--- config.mk ---
export PLATFORM = sky130hd
export DESIGN_NAME = pdma_channel_pair
export DESIGN_NICKNAME = d
export VERILOG_FILES = /design/src/include/pdma_pkg.sv /design/src/hdl/pdma_channel_pair.sv
export VERILOG_INCLUDE_DIRS = /design/src /design/src/include
export SDC_FILE = /design/constraint.sdc
export NUM_CORES = 1
export LEC_CHECK = 0
export ABC_AREA = 1
export BUFFER_PORTS_ARGS = -buffer_cell sky130_fd_sc_hd__buf_2
export CORE_MARGIN = 2
export CORE_UTILIZATION = 50
export CTS_BUF_LIST = sky130_fd_sc_hd__clkbuf_2 sky130_fd_sc_hd__clkbuf_4 sky130_fd_sc_hd__clkbuf_8
export DETAILED_ROUTE_END_ITERATION = 8
export PLACE_DENSITY = 0.7
export SYNTH_ARGS = -nofsm -noshare
export SYNTH_HDL_FRONTEND = slang
export SYNTH_SLANG_ARGS = --single-unit
export TNS_END_PERCENT = 10
--- constraint.sdc ---
create_clock -name clk -period 12.5 [get_ports clk]
set_clock_uncertainty 0.2 [all_clocks]
set_input_delay 0.625 -clock clk [delete_from_list [all_inputs] [get_ports clk]]
set_output_delay 0.625 -clock clk [all_outputs]
set_load 0.05 [all_outputs]
--- src/include/pdma_params.svh ---
/*
 register offsets, bit positions and reset values of the peripheral dma channel pair.
 assumes nothing; definitions only.
*/
`ifndef PDMA_PARAMS_SVH
`define PDMA_PARAMS_SVH
`define PDMA_OFS_RX_ADDR 12'h100
`define PDMA_OFS_RX_CNT 12'h104
`define PDMA_OFS_TX_ADDR 12'h108
`define PDMA_OFS_TX_CNT 12'h10C
`define PDMA_OFS_RX_NADDR 12'h110
`define PDMA_OFS_RX_NCNT 12'h114
`define PDMA_OFS_TX_NADDR 12'h118
`define PDMA_OFS_TX_NCNT 12'h11C
`define PDMA_OFS_CTRL 12'h120
`define PDMA_OFS_STATE 12'h124
`define PDMA_OFS_FLAGS 12'h128
`define PDMA_OFS_SIZE 12'h12C
`define PDMA_BIT_RX_ON 0
`define PDMA_BIT_RX_OFF 1
`define PDMA_BIT_TX_ON 8
`define PDMA_BIT_TX_OFF 9
`define PDMA_BIT_RX_EN 0
`define PDMA_BIT_TX_EN 8
`define PDMA_BIT_RX_DONE 0
`define PDMA_BIT_RX_FULL 1
`define PDMA_BIT_TX_DONE 8
`define PDMA_BIT_TX_EMPTY 9
`define PDMA_RST_ADDR 32'h0000_0000
`define PDMA_RST_CNT 16'h0000
`define PDMA_RST_SIZE 2'h2
`define PDMA_UNMAPPED_DATA 32'h0000_0000
`endif

--- src/include/pdma_pkg.sv ---
/*
 types shared by the peripheral dma channel pair.
 assumes nothing.
*/
package pdma_pkg;
    typedef enum logic [2:0] {
        PDMA_IDLE = 3'b001,
        PDMA_READ = 3'b010,
        PDMA_WRITE = 3'b100
    } pdma_state_t;
    typedef enum logic [1:0] {
        PDMA_BYTE = 2'h0,
        PDMA_HALF = 2'h1,
        PDMA_WORD = 2'h2
    } pdma_size_t;
endpackage

--- src/hdl/pdma_channel_pair.sv ---
/*
 one receive/transmit peripheral dma channel pair with its register slave (avalon-mm)
 and a simple memory master doing one read then one write per transfer.
 assumes: peripheral ready levels are synchronous to clk; the memory master port
 answers with waitrequest; holding register access is done by the memory master too.
*/
// The implementer's own choice: the Avalon-MM slave port.
// What this block does
// receive pointer at 0x100, read-write
// receive counter at 0x104, low 16 bits
// transmit pointer at 0x108 gives fetch address
// transmit counter 0x10C; zero stops transmit
// receive next pointer 0x110 chains receive
// receive next counter 0x114, low 16 bits
// transmit next pointer 0x118 chains transmit
// transmit next counter 0x11C, low 16 bits
// control bit 0 enables receive unless bit1
// control bit 1 disables receive, wins
// control bit 8 enables transmit
// control bit 9 disables transmit
// status bit 0 shows receive enabled
// status bit 8 shows transmit enabled
// same ten registers at same offsets
// pointer steps 1/2/4, counter decrements
// zero counter loads next, clears next
// end flag at zero; full/empty both zero
// counter writes clear that end flag
// transmit on plus off means off
// request only enabled, nonzero, peripheral ready
`timescale 1ns/1ns
`include "pdma_params.svh"
module pdma_channel_pair #(
    parameter int ADDR_W = 12,
    parameter logic [31:0] RX_HOLD_ADDR = 32'h0000_0018,
    parameter logic [31:0] TX_HOLD_ADDR = 32'h0000_001C
) (
    input wire logic clk,
    input wire logic rst,
    input wire logic [ADDR_W-1:0] avs_address,
    input wire logic avs_read,
    input wire logic avs_write,
    input wire logic [31:0] avs_writedata,
    input wire logic [3:0] avs_byteenable,
    output logic [31:0] avs_readdata,
    output logic avs_waitrequest,
    input wire logic peripheral_rx_ready,
    input wire logic peripheral_tx_ready,
    output logic [31:0] avm_address,
    output logic avm_read,
    output logic avm_write,
    output logic [31:0] avm_writedata,
    output logic [3:0] avm_byteenable,
    input wire logic [31:0] avm_readdata,
    input wire logic avm_waitrequest,
    output logic rx_buffer_done_flag,
    output logic tx_buffer_done_flag,
    output logic rx_all_buffers_full_flag,
    output logic tx_all_buffers_empty_flag
);
    import pdma_pkg::*;

    // offsets up to 0x12C need nine address bits
    if (ADDR_W < 9) begin : g_addr_w_check
        $error("ADDR_W must reach offset 0x12C");
    end

    // registers
    logic [31:0] rx_buffer_address;
    logic [15:0] rx_remaining_count;
    logic [31:0] tx_buffer_address;
    logic [15:0] tx_remaining_count;
    logic [31:0] rx_chained_address;
    logic [15:0] rx_chained_count;
    logic [31:0] tx_chained_address;
    logic [15:0] tx_chained_count;
    logic rx_enabled;
    logic tx_enabled;
    pdma_size_t rx_size;
    pdma_size_t tx_size;
    pdma_state_t state;
    logic active_tx;
    logic [31:0] data_hold;
    logic bus_done;

    // bus decode; one wait cycle then answer
    logic [11:0] ofs;
    logic wr_now;
    logic rd_now;
    assign ofs = 12'(avs_address);
    assign wr_now = avs_write && !bus_done;
    assign rd_now = avs_read && !bus_done;

    // byte lanes of a software write
    function automatic logic [31:0] merge(input logic [31:0] old, input logic [31:0] nw,
                                          input logic [3:0] be);
        logic [31:0] r;
        r = old;
        for (int i = 0; i < 4; i++) begin
            if (be[i]) begin
                r[i*8 +: 8] = nw[i*8 +: 8];
            end
        end
        return r;
    endfunction

    // pointer increment per transfer width
    function automatic logic [31:0] step(input pdma_size_t sz);
        unique case (sz)
            PDMA_BYTE: return 32'h0000_0001;
            PDMA_HALF: return 32'h0000_0002;
            default: return 32'h0000_0004;
        endcase
    endfunction

    logic wr_rx_addr, wr_rx_cnt, wr_tx_addr, wr_tx_cnt;
    logic wr_rx_naddr, wr_rx_ncnt, wr_tx_naddr, wr_tx_ncnt, wr_ctrl, wr_size;
    assign wr_rx_addr = wr_now && ofs == `PDMA_OFS_RX_ADDR;
    assign wr_rx_cnt = wr_now && ofs == `PDMA_OFS_RX_CNT;
    assign wr_tx_addr = wr_now && ofs == `PDMA_OFS_TX_ADDR;
    assign wr_tx_cnt = wr_now && ofs == `PDMA_OFS_TX_CNT;
    assign wr_rx_naddr = wr_now && ofs == `PDMA_OFS_RX_NADDR;
    assign wr_rx_ncnt = wr_now && ofs == `PDMA_OFS_RX_NCNT;
    assign wr_tx_naddr = wr_now && ofs == `PDMA_OFS_TX_NADDR;
    assign wr_tx_ncnt = wr_now && ofs == `PDMA_OFS_TX_NCNT;
    assign wr_ctrl = wr_now && ofs == `PDMA_OFS_CTRL;
    assign wr_size = wr_now && ofs == `PDMA_OFS_SIZE;

    // transfer completion events
    logic xfer_end;
    logic rx_step;
    logic tx_step;
    assign xfer_end = state == PDMA_WRITE && !avm_waitrequest;
    assign rx_step = xfer_end && !active_tx;
    assign tx_step = xfer_end && active_tx;

    // a request needs enable, a nonzero count and peripheral ready
    logic rx_req;
    logic tx_req;
    assign rx_req = rx_enabled && rx_remaining_count != `PDMA_RST_CNT && peripheral_rx_ready;
    assign tx_req = tx_enabled && tx_remaining_count != `PDMA_RST_CNT && peripheral_tx_ready;

    always_ff @(posedge clk or posedge rst) begin
        if (rst) begin
            bus_done <= 1'b0;
            avs_waitrequest <= 1'b1;
            avs_readdata <= `PDMA_UNMAPPED_DATA;
        end else begin
            bus_done <= (avs_read || avs_write) && !bus_done;
            avs_waitrequest <= !((avs_read || avs_write) && !bus_done);
            if (rd_now) begin
                unique case (ofs)
                    `PDMA_OFS_RX_ADDR: avs_readdata <= rx_buffer_address;
                    `PDMA_OFS_RX_CNT: avs_readdata <= {16'h0000, rx_remaining_count};
                    `PDMA_OFS_TX_ADDR: avs_readdata <= tx_buffer_address;
                    `PDMA_OFS_TX_CNT: avs_readdata <= {16'h0000, tx_remaining_count};
                    `PDMA_OFS_RX_NADDR: avs_readdata <= rx_chained_address;
                    `PDMA_OFS_RX_NCNT: avs_readdata <= {16'h0000, rx_chained_count};
                    `PDMA_OFS_TX_NADDR: avs_readdata <= tx_chained_address;
                    `PDMA_OFS_TX_NCNT: avs_readdata <= {16'h0000, tx_chained_count};
                    `PDMA_OFS_STATE: begin
                        avs_readdata <= 32'h0000_0000;
                        avs_readdata[`PDMA_BIT_RX_EN] <= rx_enabled;
                        avs_readdata[`PDMA_BIT_TX_EN] <= tx_enabled;
                    end
                    `PDMA_OFS_FLAGS: begin
                        avs_readdata <= 32'h0000_0000;
                        avs_readdata[`PDMA_BIT_RX_DONE] <= rx_buffer_done_flag;
                        avs_readdata[`PDMA_BIT_RX_FULL] <= rx_all_buffers_full_flag;
                        avs_readdata[`PDMA_BIT_TX_DONE] <= tx_buffer_done_flag;
                        avs_readdata[`PDMA_BIT_TX_EMPTY] <= tx_all_buffers_empty_flag;
                    end
                    `PDMA_OFS_SIZE: avs_readdata <= {20'h00000, 2'h0, tx_size, 6'h00, rx_size};
                    default: avs_readdata <= `PDMA_UNMAPPED_DATA;
                endcase
            end
        end
    end

    // enables: write-only control, disable wins
    always_ff @(posedge clk or posedge rst) begin
        if (rst) begin
            rx_enabled <= 1'b0;
            tx_enabled <= 1'b0;
        end else if (wr_ctrl) begin
            if (avs_writedata[`PDMA_BIT_RX_OFF]) begin
                rx_enabled <= 1'b0;
            end else if (avs_writedata[`PDMA_BIT_RX_ON]) begin
                rx_enabled <= 1'b1;
            end
            if (avs_writedata[`PDMA_BIT_TX_OFF]) begin
                tx_enabled <= 1'b0;
            end else if (avs_writedata[`PDMA_BIT_TX_ON]) begin
                tx_enabled <= 1'b1;
            end
        end
    end

    // transfer width per direction; code 3 acts as word
    always_ff @(posedge clk or posedge rst) begin
        if (rst) begin
            rx_size <= PDMA_WORD;
            tx_size <= PDMA_WORD;
        end else if (wr_size) begin
            rx_size <= (avs_writedata[1:0] == 2'h3) ? PDMA_WORD : pdma_size_t'(avs_writedata[1:0]);
            tx_size <= (avs_writedata[9:8] == 2'h3) ? PDMA_WORD : pdma_size_t'(avs_writedata[9:8]);
        end
    end

    // receive pointer and counters; software write wins over the step
    always_ff @(posedge clk or posedge rst) begin
        if (rst) begin
            rx_buffer_address <= `PDMA_RST_ADDR;
            rx_remaining_count <= `PDMA_RST_CNT;
            rx_chained_address <= `PDMA_RST_ADDR;
            rx_chained_count <= `PDMA_RST_CNT;
        end else begin
            if (rx_step) begin
                if (rx_remaining_count == 16'h0001) begin
                    rx_buffer_address <= rx_chained_address;
                    rx_remaining_count <= rx_chained_count;
                    rx_chained_count <= `PDMA_RST_CNT;
                end else begin
                    rx_buffer_address <= rx_buffer_address + step(rx_size);
                    rx_remaining_count <= rx_remaining_count - 16'h0001;
                end
            end
            if (wr_rx_addr) begin
                rx_buffer_address <= merge(rx_buffer_address, avs_writedata, avs_byteenable);
            end
            if (wr_rx_cnt) begin
                rx_remaining_count <= merge({16'h0000, rx_remaining_count}, avs_writedata,
                                            avs_byteenable) >> 0 == 0 ? 16'h0000 :
                                      16'(merge({16'h0000, rx_remaining_count}, avs_writedata,
                                                avs_byteenable));
            end
            if (wr_rx_naddr) begin
                rx_chained_address <= merge(rx_chained_address, avs_writedata, avs_byteenable);
            end
            if (wr_rx_ncnt) begin
                rx_chained_count <= 16'(merge({16'h0000, rx_chained_count}, avs_writedata,
                                              avs_byteenable));
            end
        end
    end

    // transmit pointer and counters
    always_ff @(posedge clk or posedge rst) begin
        if (rst) begin
            tx_buffer_address <= `PDMA_RST_ADDR;
            tx_remaining_count <= `PDMA_RST_CNT;
            tx_chained_address <= `PDMA_RST_ADDR;
            tx_chained_count <= `PDMA_RST_CNT;
        end else begin
            if (tx_step) begin
                if (tx_remaining_count == 16'h0001) begin
                    tx_buffer_address <= tx_chained_address;
                    tx_remaining_count <= tx_chained_count;
                    tx_chained_count <= `PDMA_RST_CNT;
                end else begin
                    tx_buffer_address <= tx_buffer_address + step(tx_size);
                    tx_remaining_count <= tx_remaining_count - 16'h0001;
                end
            end
            if (wr_tx_addr) begin
                tx_buffer_address <= merge(tx_buffer_address, avs_writedata, avs_byteenable);
            end
            if (wr_tx_cnt) begin
                tx_remaining_count <= 16'(merge({16'h0000, tx_remaining_count}, avs_writedata,
                                                avs_byteenable));
            end
            if (wr_tx_naddr) begin
                tx_chained_address <= merge(tx_chained_address, avs_writedata, avs_byteenable);
            end
            if (wr_tx_ncnt) begin
                tx_chained_count <= 16'(merge({16'h0000, tx_chained_count}, avs_writedata,
                                              avs_byteenable));
            end
        end
    end

    // flags follow the counters; a counter write clears the end flag
    logic rx_hit_zero;
    logic tx_hit_zero;
    assign rx_hit_zero = rx_step && rx_remaining_count == 16'h0001;
    assign tx_hit_zero = tx_step && tx_remaining_count == 16'h0001;

    always_ff @(posedge clk or posedge rst) begin
        if (rst) begin
            rx_buffer_done_flag <= 1'b0;
            tx_buffer_done_flag <= 1'b0;
            rx_all_buffers_full_flag <= 1'b0;
            tx_all_buffers_empty_flag <= 1'b0;
        end else begin
            // a hardware set wins over a clearing counter write
            if (rx_hit_zero) begin
                rx_buffer_done_flag <= 1'b1;
            end else if (wr_rx_cnt || wr_rx_ncnt) begin
                rx_buffer_done_flag <= 1'b0;
            end
            if (tx_hit_zero) begin
                tx_buffer_done_flag <= 1'b1;
            end else if (wr_tx_cnt || wr_tx_ncnt) begin
                tx_buffer_done_flag <= 1'b0;
            end
            rx_all_buffers_full_flag <= rx_remaining_count == `PDMA_RST_CNT
                                        && rx_chained_count == `PDMA_RST_CNT;
            tx_all_buffers_empty_flag <= tx_remaining_count == `PDMA_RST_CNT
                                         && tx_chained_count == `PDMA_RST_CNT;
        end
    end

    // memory master: receive first, then transmit
    function automatic logic [3:0] lanes(input pdma_size_t sz, input logic [1:0] a);
        unique case (sz)
            PDMA_BYTE: return 4'h1 << a;
            PDMA_HALF: return a[1] ? 4'hC : 4'h3;
            default: return 4'hF;
        endcase
    endfunction

    always_ff @(posedge clk or posedge rst) begin
        if (rst) begin
            state <= PDMA_IDLE;
            active_tx <= 1'b0;
            data_hold <= 32'h0000_0000;
            avm_address <= 32'h0000_0000;
            avm_read <= 1'b0;
            avm_write <= 1'b0;
            avm_writedata <= 32'h0000_0000;
            avm_byteenable <= 4'h0;
        end else begin
            unique case (state)
                PDMA_IDLE: begin
                    if (rx_req) begin
                        state <= PDMA_READ;
                        active_tx <= 1'b0;
                        avm_address <= RX_HOLD_ADDR;
                        avm_byteenable <= 4'hF;
                        avm_read <= 1'b1;
                    end else if (tx_req) begin
                        state <= PDMA_READ;
                        active_tx <= 1'b1;
                        avm_address <= tx_buffer_address;
                        avm_byteenable <= lanes(tx_size, tx_buffer_address[1:0]);
                        avm_read <= 1'b1;
                    end
                end
                PDMA_READ: begin
                    if (!avm_waitrequest) begin
                        data_hold <= avm_readdata;
                        avm_read <= 1'b0;
                        avm_write <= 1'b1;
                        avm_writedata <= avm_readdata;
                        state <= PDMA_WRITE;
                        if (active_tx) begin
                            avm_address <= TX_HOLD_ADDR;
                            avm_byteenable <= 4'hF;
                        end else begin
                            avm_address <= rx_buffer_address;
                            avm_byteenable <= lanes(rx_size, rx_buffer_address[1:0]);
                        end
                    end
                end
                PDMA_WRITE: begin
                    if (!avm_waitrequest) begin
                        avm_write <= 1'b0;
                        state <= PDMA_IDLE;
                    end
                end
            endcase
        end
    end
endmodule

; Word-level counts from Yosys, hierarchy flattened
; Cells that the tools add are included.
[op_classes]
addsub = 4
n_eq_ne = 38
shift = 2
mux = 74
bitwise = 1
reduce_logical = 84
[ops]
columns = op, count
row1 = 32-bit 2-to-1 mux, 14
row2 = 32-bit one-hot mux with 11 select lines, 1
row3 = 16-bit 2-to-1 mux, 13
row4 = 12-bit by 9-bit equality test with 1-bit output (second input constant), 12
row5 = 8-bit 2-to-1 mux, 12
row6 = 32-bit adder, 2
row7 = 16-bit zero test, 4
row8 = 32-bit one-hot mux with 2 select lines, 1
row9 = 2-bit AND reduction, 22
row10 = 16-bit by 1-bit equality test with 1-bit output (second input constant), 2
row11 = 32-bit zero test, 1
row12 = 2-bit inequality test (second input constant), 16
row13 = 16-bit nonzero test, 2
row14 = 16-bit by 1-bit subtractor with 16-bit output (second input constant), 2
row15 = 2-bit nonzero test, 15
row16 = 1-bit logical AND, 24
row17 = 4-bit 2-to-1 mux, 6
row18 = 4-bit one-hot mux with 2 select lines, 3
row19 = 3-bit AND reduction, 7
row20 = 1-bit 2-to-1 mux, 13
row21 = 3-bit 2-to-1 mux, 4
row22 = 3-bit one-hot mux with 2 select lines, 2
row23 = 3-bit one-hot mux with 3 select lines, 1
row24 = 1-bit by 2-bit << shifter with 4-bit output (first input constant), 2
row25 = 12 further kinds, 22
[word_totals]
regBits = 310
inputBits = 87
output_inout_bits = 107

; Depth between registers and ports, before layout
[logic_depth]
depth_word = 8
mapped_depth = 15
ltp_nobuf = 14

; Least setup slack after synthesis
; OpenSTA, ideal clock, no wires.
[synth_path]
path_type = reg2reg
from = reg rx_size[1]
to = reg rx_buffer_address[12]
setup_time_ns = 0.134
arrival_ns = 2.113
slack_ns = 10.054
path_stages_with_launch = 12
path_buffers = 1
path_cell_list = dfstp_2 clkbuf_1 nor2_1 ha_1 fa_1 nand2_1 nand2_1 nand2_1 nor2_1 xor2_1 o21ai_0 o211ai_1
[synth_between]
elab_chain_cells = 8
word_cells_on_any_way = 9
classes_between = 1 x add/sub / 1 x eq/ne / 6 x mux / 1 x reduce/logical
[synth_lines]
columns = element, line_no
row1 = start: declaration, pdma_channel_pair.sv:78  ; pdma_size_t rx_size;
row2 = start signal: assignment, pdma_channel_pair.sv:204  ; rx_size <= (avs_writedata[1:0] == 2'h3) ? PDMA_WORD : pdma_size_t'(avs_writedata[1:0]);
row3 = 2-bit by 1-bit equality test with 1-bit output or 2-bit zero test (tied branches), pdma_channel_pair.sv:108  ; unique case (sz)
row4 = 3-bit one-hot mux with 2 select lines *, pdma_channel_pair.sv:108
row5 = 32-bit 2-to-1 mux *, pdma_channel_pair.sv:218  ; if (rx_remaining_count == 16'h0001) begin
row6 = 32-bit 2-to-1 mux *, pdma_channel_pair.sv:217  ; if (rx_step) begin
row7 = 32-bit adder *, pdma_channel_pair.sv:223  ; rx_buffer_address <= rx_buffer_address + step(rx_size);
row8 = 32-bit 2-to-1 mux *, pdma_channel_pair.sv:218
row9 = 32-bit 2-to-1 mux *, pdma_channel_pair.sv:217
row10 = 32-bit 2-to-1 mux *, pdma_channel_pair.sv:227  ; if (wr_rx_addr) begin
row11 = end signal: assignment, pdma_channel_pair.sv:219  ; rx_buffer_address <= rx_chained_address;
row12 = end signal: assignment, pdma_channel_pair.sv:223
row13 = end signal: assignment, pdma_channel_pair.sv:228  ; rx_buffer_address <= merge(rx_buffer_address, avs_writedata, avs_byteenable);
row14 = end: declaration, pdma_channel_pair.sv:68  ; logic [31:0] rx_buffer_address;
; Mark *: on every way between the ends. The rest lies on a longest branch, timed or not. The select of a mux whose other input is x is not followed.
; A chain may end at the register's enable or synchronous reset.

; Worst setup path after layout
[layout_path]
from = reg state[2]
to = reg avm_address[31]
[layout_between]
elab_chain_cells = 3
word_cells_on_any_way = 7
classes_between = 4 x eq/ne / 1 x mux / 2 x reduce/logical
[layout_lines]
columns = element, line_no
row1 = start: declaration, pdma_channel_pair.sv:80  ; pdma_state_t state;
row2 = start signal: assignment, pdma_channel_pair.sv:323  ; state <= PDMA_IDLE;
row3 = start signal: assignment, pdma_channel_pair.sv:335  ; state <= PDMA_READ;
row4 = start signal: assignment, pdma_channel_pair.sv:341  ; state <= PDMA_READ;
row5 = 3-bit by 1-bit equality test with 1-bit output or 3-bit by 2-bit equality test with 1-bit output (tied branches), pdma_channel_pair.sv:332  ; unique case (state)
row6 = "3-bit inequality test (no line), or another cell as far along", n/a
row7 = 3-bit AND reduction (no line), n/a
row8 = end signal: assignment, pdma_channel_pair.sv:343  ; avm_address <= tx_buffer_address;
row9 = end signal: assignment, pdma_channel_pair.sv:359  ; avm_address <= rx_buffer_address;
row10 = end: declaration, pdma_channel_pair.sv:48  ; output logic [31:0] avm_address,
; Parallel ways exist; a longest one is shown, timed or not.

==> impl_metrics.py <==
metrics = {
    "global_route": {
        "antenna_found_initial": 2,
        "grtUsageTotal_pct": 38.8,
        "overflow": 0,
        "grt_pass1_vias": 20000,
        "grt_pass1_wl_um": 116000,
        "grt_max_degree": 106,
    },
    "worst_setup_path": {
        "r2r_start": "state[2]",
        "rrSetupSlack_ns": 8.51,
        "crit_fanout": 37,
        "r2r-end": "avm_address[31]",
        "r2r_cells": 8,
        "end_kind": "register",
        "worstPathRequired_ns": 12.88,
        "start_kind": "register",
        "crit_type": "register to register",
        "critical_path_arrival_ns": 4.37,
    },
    "drt": {
        "drtIter0Drc": 2445,
        "vias": 21000,
        "drt-total-wl_um": 77700,
        "vias_per_cell": 5.93,
        "ant_nets": 0,
        "post-route-drc-count": 0,
        "routedWlPerCell_um": 21.9,
        "dr.pass1.iters": 6,
    },
    "cells_and_area": {
        "stdcell_count": 3547,
        "final_util_pct": 58.1,
        "nets": 3090,
        "drive_above_1_share_pct": 14.1,
        "fillers": 3747,
        "area_growth_pct": 14.4,
        "n_antenna_cell": 0,
        "fin_area_sq_mm": 0.0219,
    },
    "pwr": {
        "p_leak_nw": 11.4,
        "finalPower_mw": 3.89,
        "peakVddDrop_uv": 160,
        "cellPowerDensity_mw_per_mm2": 178,
    },
    "sta": {
        "hold_viol": 0,
        "setup_viol": 0,
        "rsz0062_at_grt": "false",
        "worst_slew_pin_slew_ns": 1.27,
        "timing.final.crit_period_ns": 3.99,
        "slew_violations": 0,
        "slew-limit-headroom_pct": 15.5,
        "max_freq_ghz": 0.251,
        "post-route-period-util_pct": 31.9,
        "fin_tns_setup_ns": 0,
    },
    "synth": {
        "synth_cells": 2802,
        "yosys_warnings": 0,
        "ys.flop_type": "dfrtp_1",
        "synth_fp_nets": 2903,
        "synth_top_area_share_pct": 40.0,
        "synth.avg_cell_area_sq_um": 6.82,
        "synth_top_area_cell": "dfrtp_1",
        "synth-edff-count": 0,
        "ys_seq_elements": 310,
        "netlist_area_sq_mm": 0.0191,
        "ys_types": 44,
        "async_flop_share_pct": 100,
        "synth_area_leaders": "dfrtp_1, nand2_1, nand3_1, nor2_1, o21ai_0",
        "ys_seq_area_share_pct": 40.6,
    },
    "die": {
        "initial_core_util_pct": 50.8,
        "die_h_um": 200,
        "die-area_sq_mm": 0.0398,
        "num_rows": 71,
        "die_x_um": 200,
        "io_pins": 194,
        "core-area_sq_mm": 0.0377,
    },
    "clocking": {
        "clock_sinks": 310,
        "cts_setup_buffers": 0,
        "insertion_delay_ns": 0.68,
        "cts_buffers": 55,
        "clk_pin_slew_ns": 0.06,
        "h-tree-depth": 2,
        "cts_root_buffer": "clkbuf_8",
        "cts_tree": "built",
        "clk_path_buf_depth": 3,
    },
    "run": {
        "drv_cap": 0,
    },
    "placement": {
        "gp_congestion": 1.09,
        "placed_cells": 3410,
        "hpwlAfterDp_um": 56400,
        "place_area_sq_mm": 0.0203,
        "port_buffers": 193,
    },
    "worst_hold_path": {
        "whs_path_depth": 3,
        "min_to": "tx_chained_address[22]",
        "holdCritStartpoint": "avs_writedata[22]",
        "worst_hold_path_type": "primary input to register",
    },
    "outcome": {
        "status": "complete, no violations",
    },
}
-- where the power goes --
group / total, mW / internal (mW) / switching (mW)
registers: 1.39 / 1.19 / 0.203
logic: 1.40 / 0.352 / 1.05
clock network: 1.09 / 0.626 / 0.468
total: 3.89 / 2.17 / 1.72
-- cell usage in the layout (no fill, tap or decap), types with 3 or more instances in the layout --
master | netlist | routed
a21oi_1 | 79 | 79
buf_2 | 51 | 193
buf_4 | 11 | 11
bufinv_16 | 0 | 3
clkbuf_4 | 0 | 29
clkbuf_8 | 0 | 66
clkinv_2 | 0 | 4
dfrtp_1 | 306 | 306
dfstp_2 | 4 | 4
dlygate4sd3_1 | 0 | 33
ha_1 | 12 | 12
inv_1 | 225 | 224
inv_2 | 19 | 19
nand2_1 | 886 | 886
nand2_2 | 16 | 16
nand3_1 | 329 | 329
nand3_2 | 9 | 9
nand3_4 | 4 | 4
nand4_1 | 15 | 15
nand4_2 | 4 | 4
nor2_1 | 363 | 363
nor2_2 | 15 | 15
nor2_4 | 7 | 7
nor3_1 | 11 | 11
nor4_1 | 6 | 6
o211ai_1 | 32 | 32
o21ai_0 | 210 | 210
o21ai_1 | 21 | 21
o21ai_2 | 33 | 33
o22ai_1 | 47 | 47
xnor2_1 | 7 | 7
xor2_1 | 15 | 15
-- state kept, by name (all words and copies together), names as in the netlist, 4 cells and up --
register	count
avm_address	32
avm_writedata	32
avs_readdata	32
rx_buffer_address	32
rx_chained_address	32
tx_buffer_address	32
tx_chained_address	32
rx_chained_count	16
rx_remaining_count	16
tx_chained_count	16
tx_remaining_count	16
avm_byteenable	4
-- cells in the mapped netlist (16+ instances only) --
master,instances
o22ai_1,47
nand3_1,329
inv_1,225
clkbuf_1,37
dfrtp_1,306
o21ai_2,33
o21ai_1,21
buf_2,51
o21ai_0,210
nand2_2,16
a21oi_1,79
inv_2,19
nand2_1,886
nor2_1,363
o211ai_1,32
-- logic make-up after synthesis --
logic type	synth area share, %
compound gates	12.7
fa+ha+maj	0.994
buf+inv	7.55
flops	40.6
simple gates	37.1
xor+xnor	1.01
-- how the worst max path moves through the flow --
| stage | startpoint | to | slack, ns | depth (start not counted) |
|---|---|---|---|---|
| floorplan | rst | active_tx | 3.11 | 1 |
| global placement | avs_address[11] | tx_chained_address[23] | 8.55 | 12 |
| detailed placement | avs_address[11] | tx_chained_address[20] | 8.46 | 12 |
| CTS | state[2] | avm_address[31] | 8.56 | 8 |
| global route | state[2] | avm_address[9] | 8.08 | 8 |
| finish | state[2] | avm_address[31] | 8.51 | 8 |
-- per-stage QoR --
step           hold slack (ns)  setup slack, ns
6_report                0.0737             8.51
5_1_grt                 0.0643             8.08
2_1_floorplan            0.253             3.11
4_1_cts                 0.0413             8.56
3_3_place_gp             0.252             8.55
3_5_place_dp             0.255             8.46
-- worst max-delay path, cell delays in order (launching register included) --
cell and delay, ns:
dfrtp_1 0.42, nor3_4 0.33, inv_2 0.36, nor2_2 1.04
inv_2 0.59, buf_4 0.42, nand2_4 0.35, nand2_1 0.11
nand2_1 0.08
-- area by class of cell --
type / count / area, sq um / share of cell area, %
sequential: 310 / 7760 / 35.5
clock inverter: 9 / 126 / 0.578
tap: 511 / 639 / 2.92
inverter: 245 / 930 / 4.25
multi-input combinational: 2140 / 9920 / 45.3
clock buffer: 95 / 1130 / 5.15
timing repair buffer: 237 / 1380 / 6.30
-- metal layers --
metal	vias to the layer above	track usage (%)	wire, um
met5	-	0	0
met2	1355	59.9	34400
li1	9496	-	-
met4	0	27.8	6160
met3	347	7.92	7760
met1	9849	48.4	29300
-- timing repair --
action,in CTS,in global routing
gates resized for setup,0,0
hold endpoints to repair,135,0
hold buffers,33,0
No activity file was read; power rests on OpenSTA's default activity.
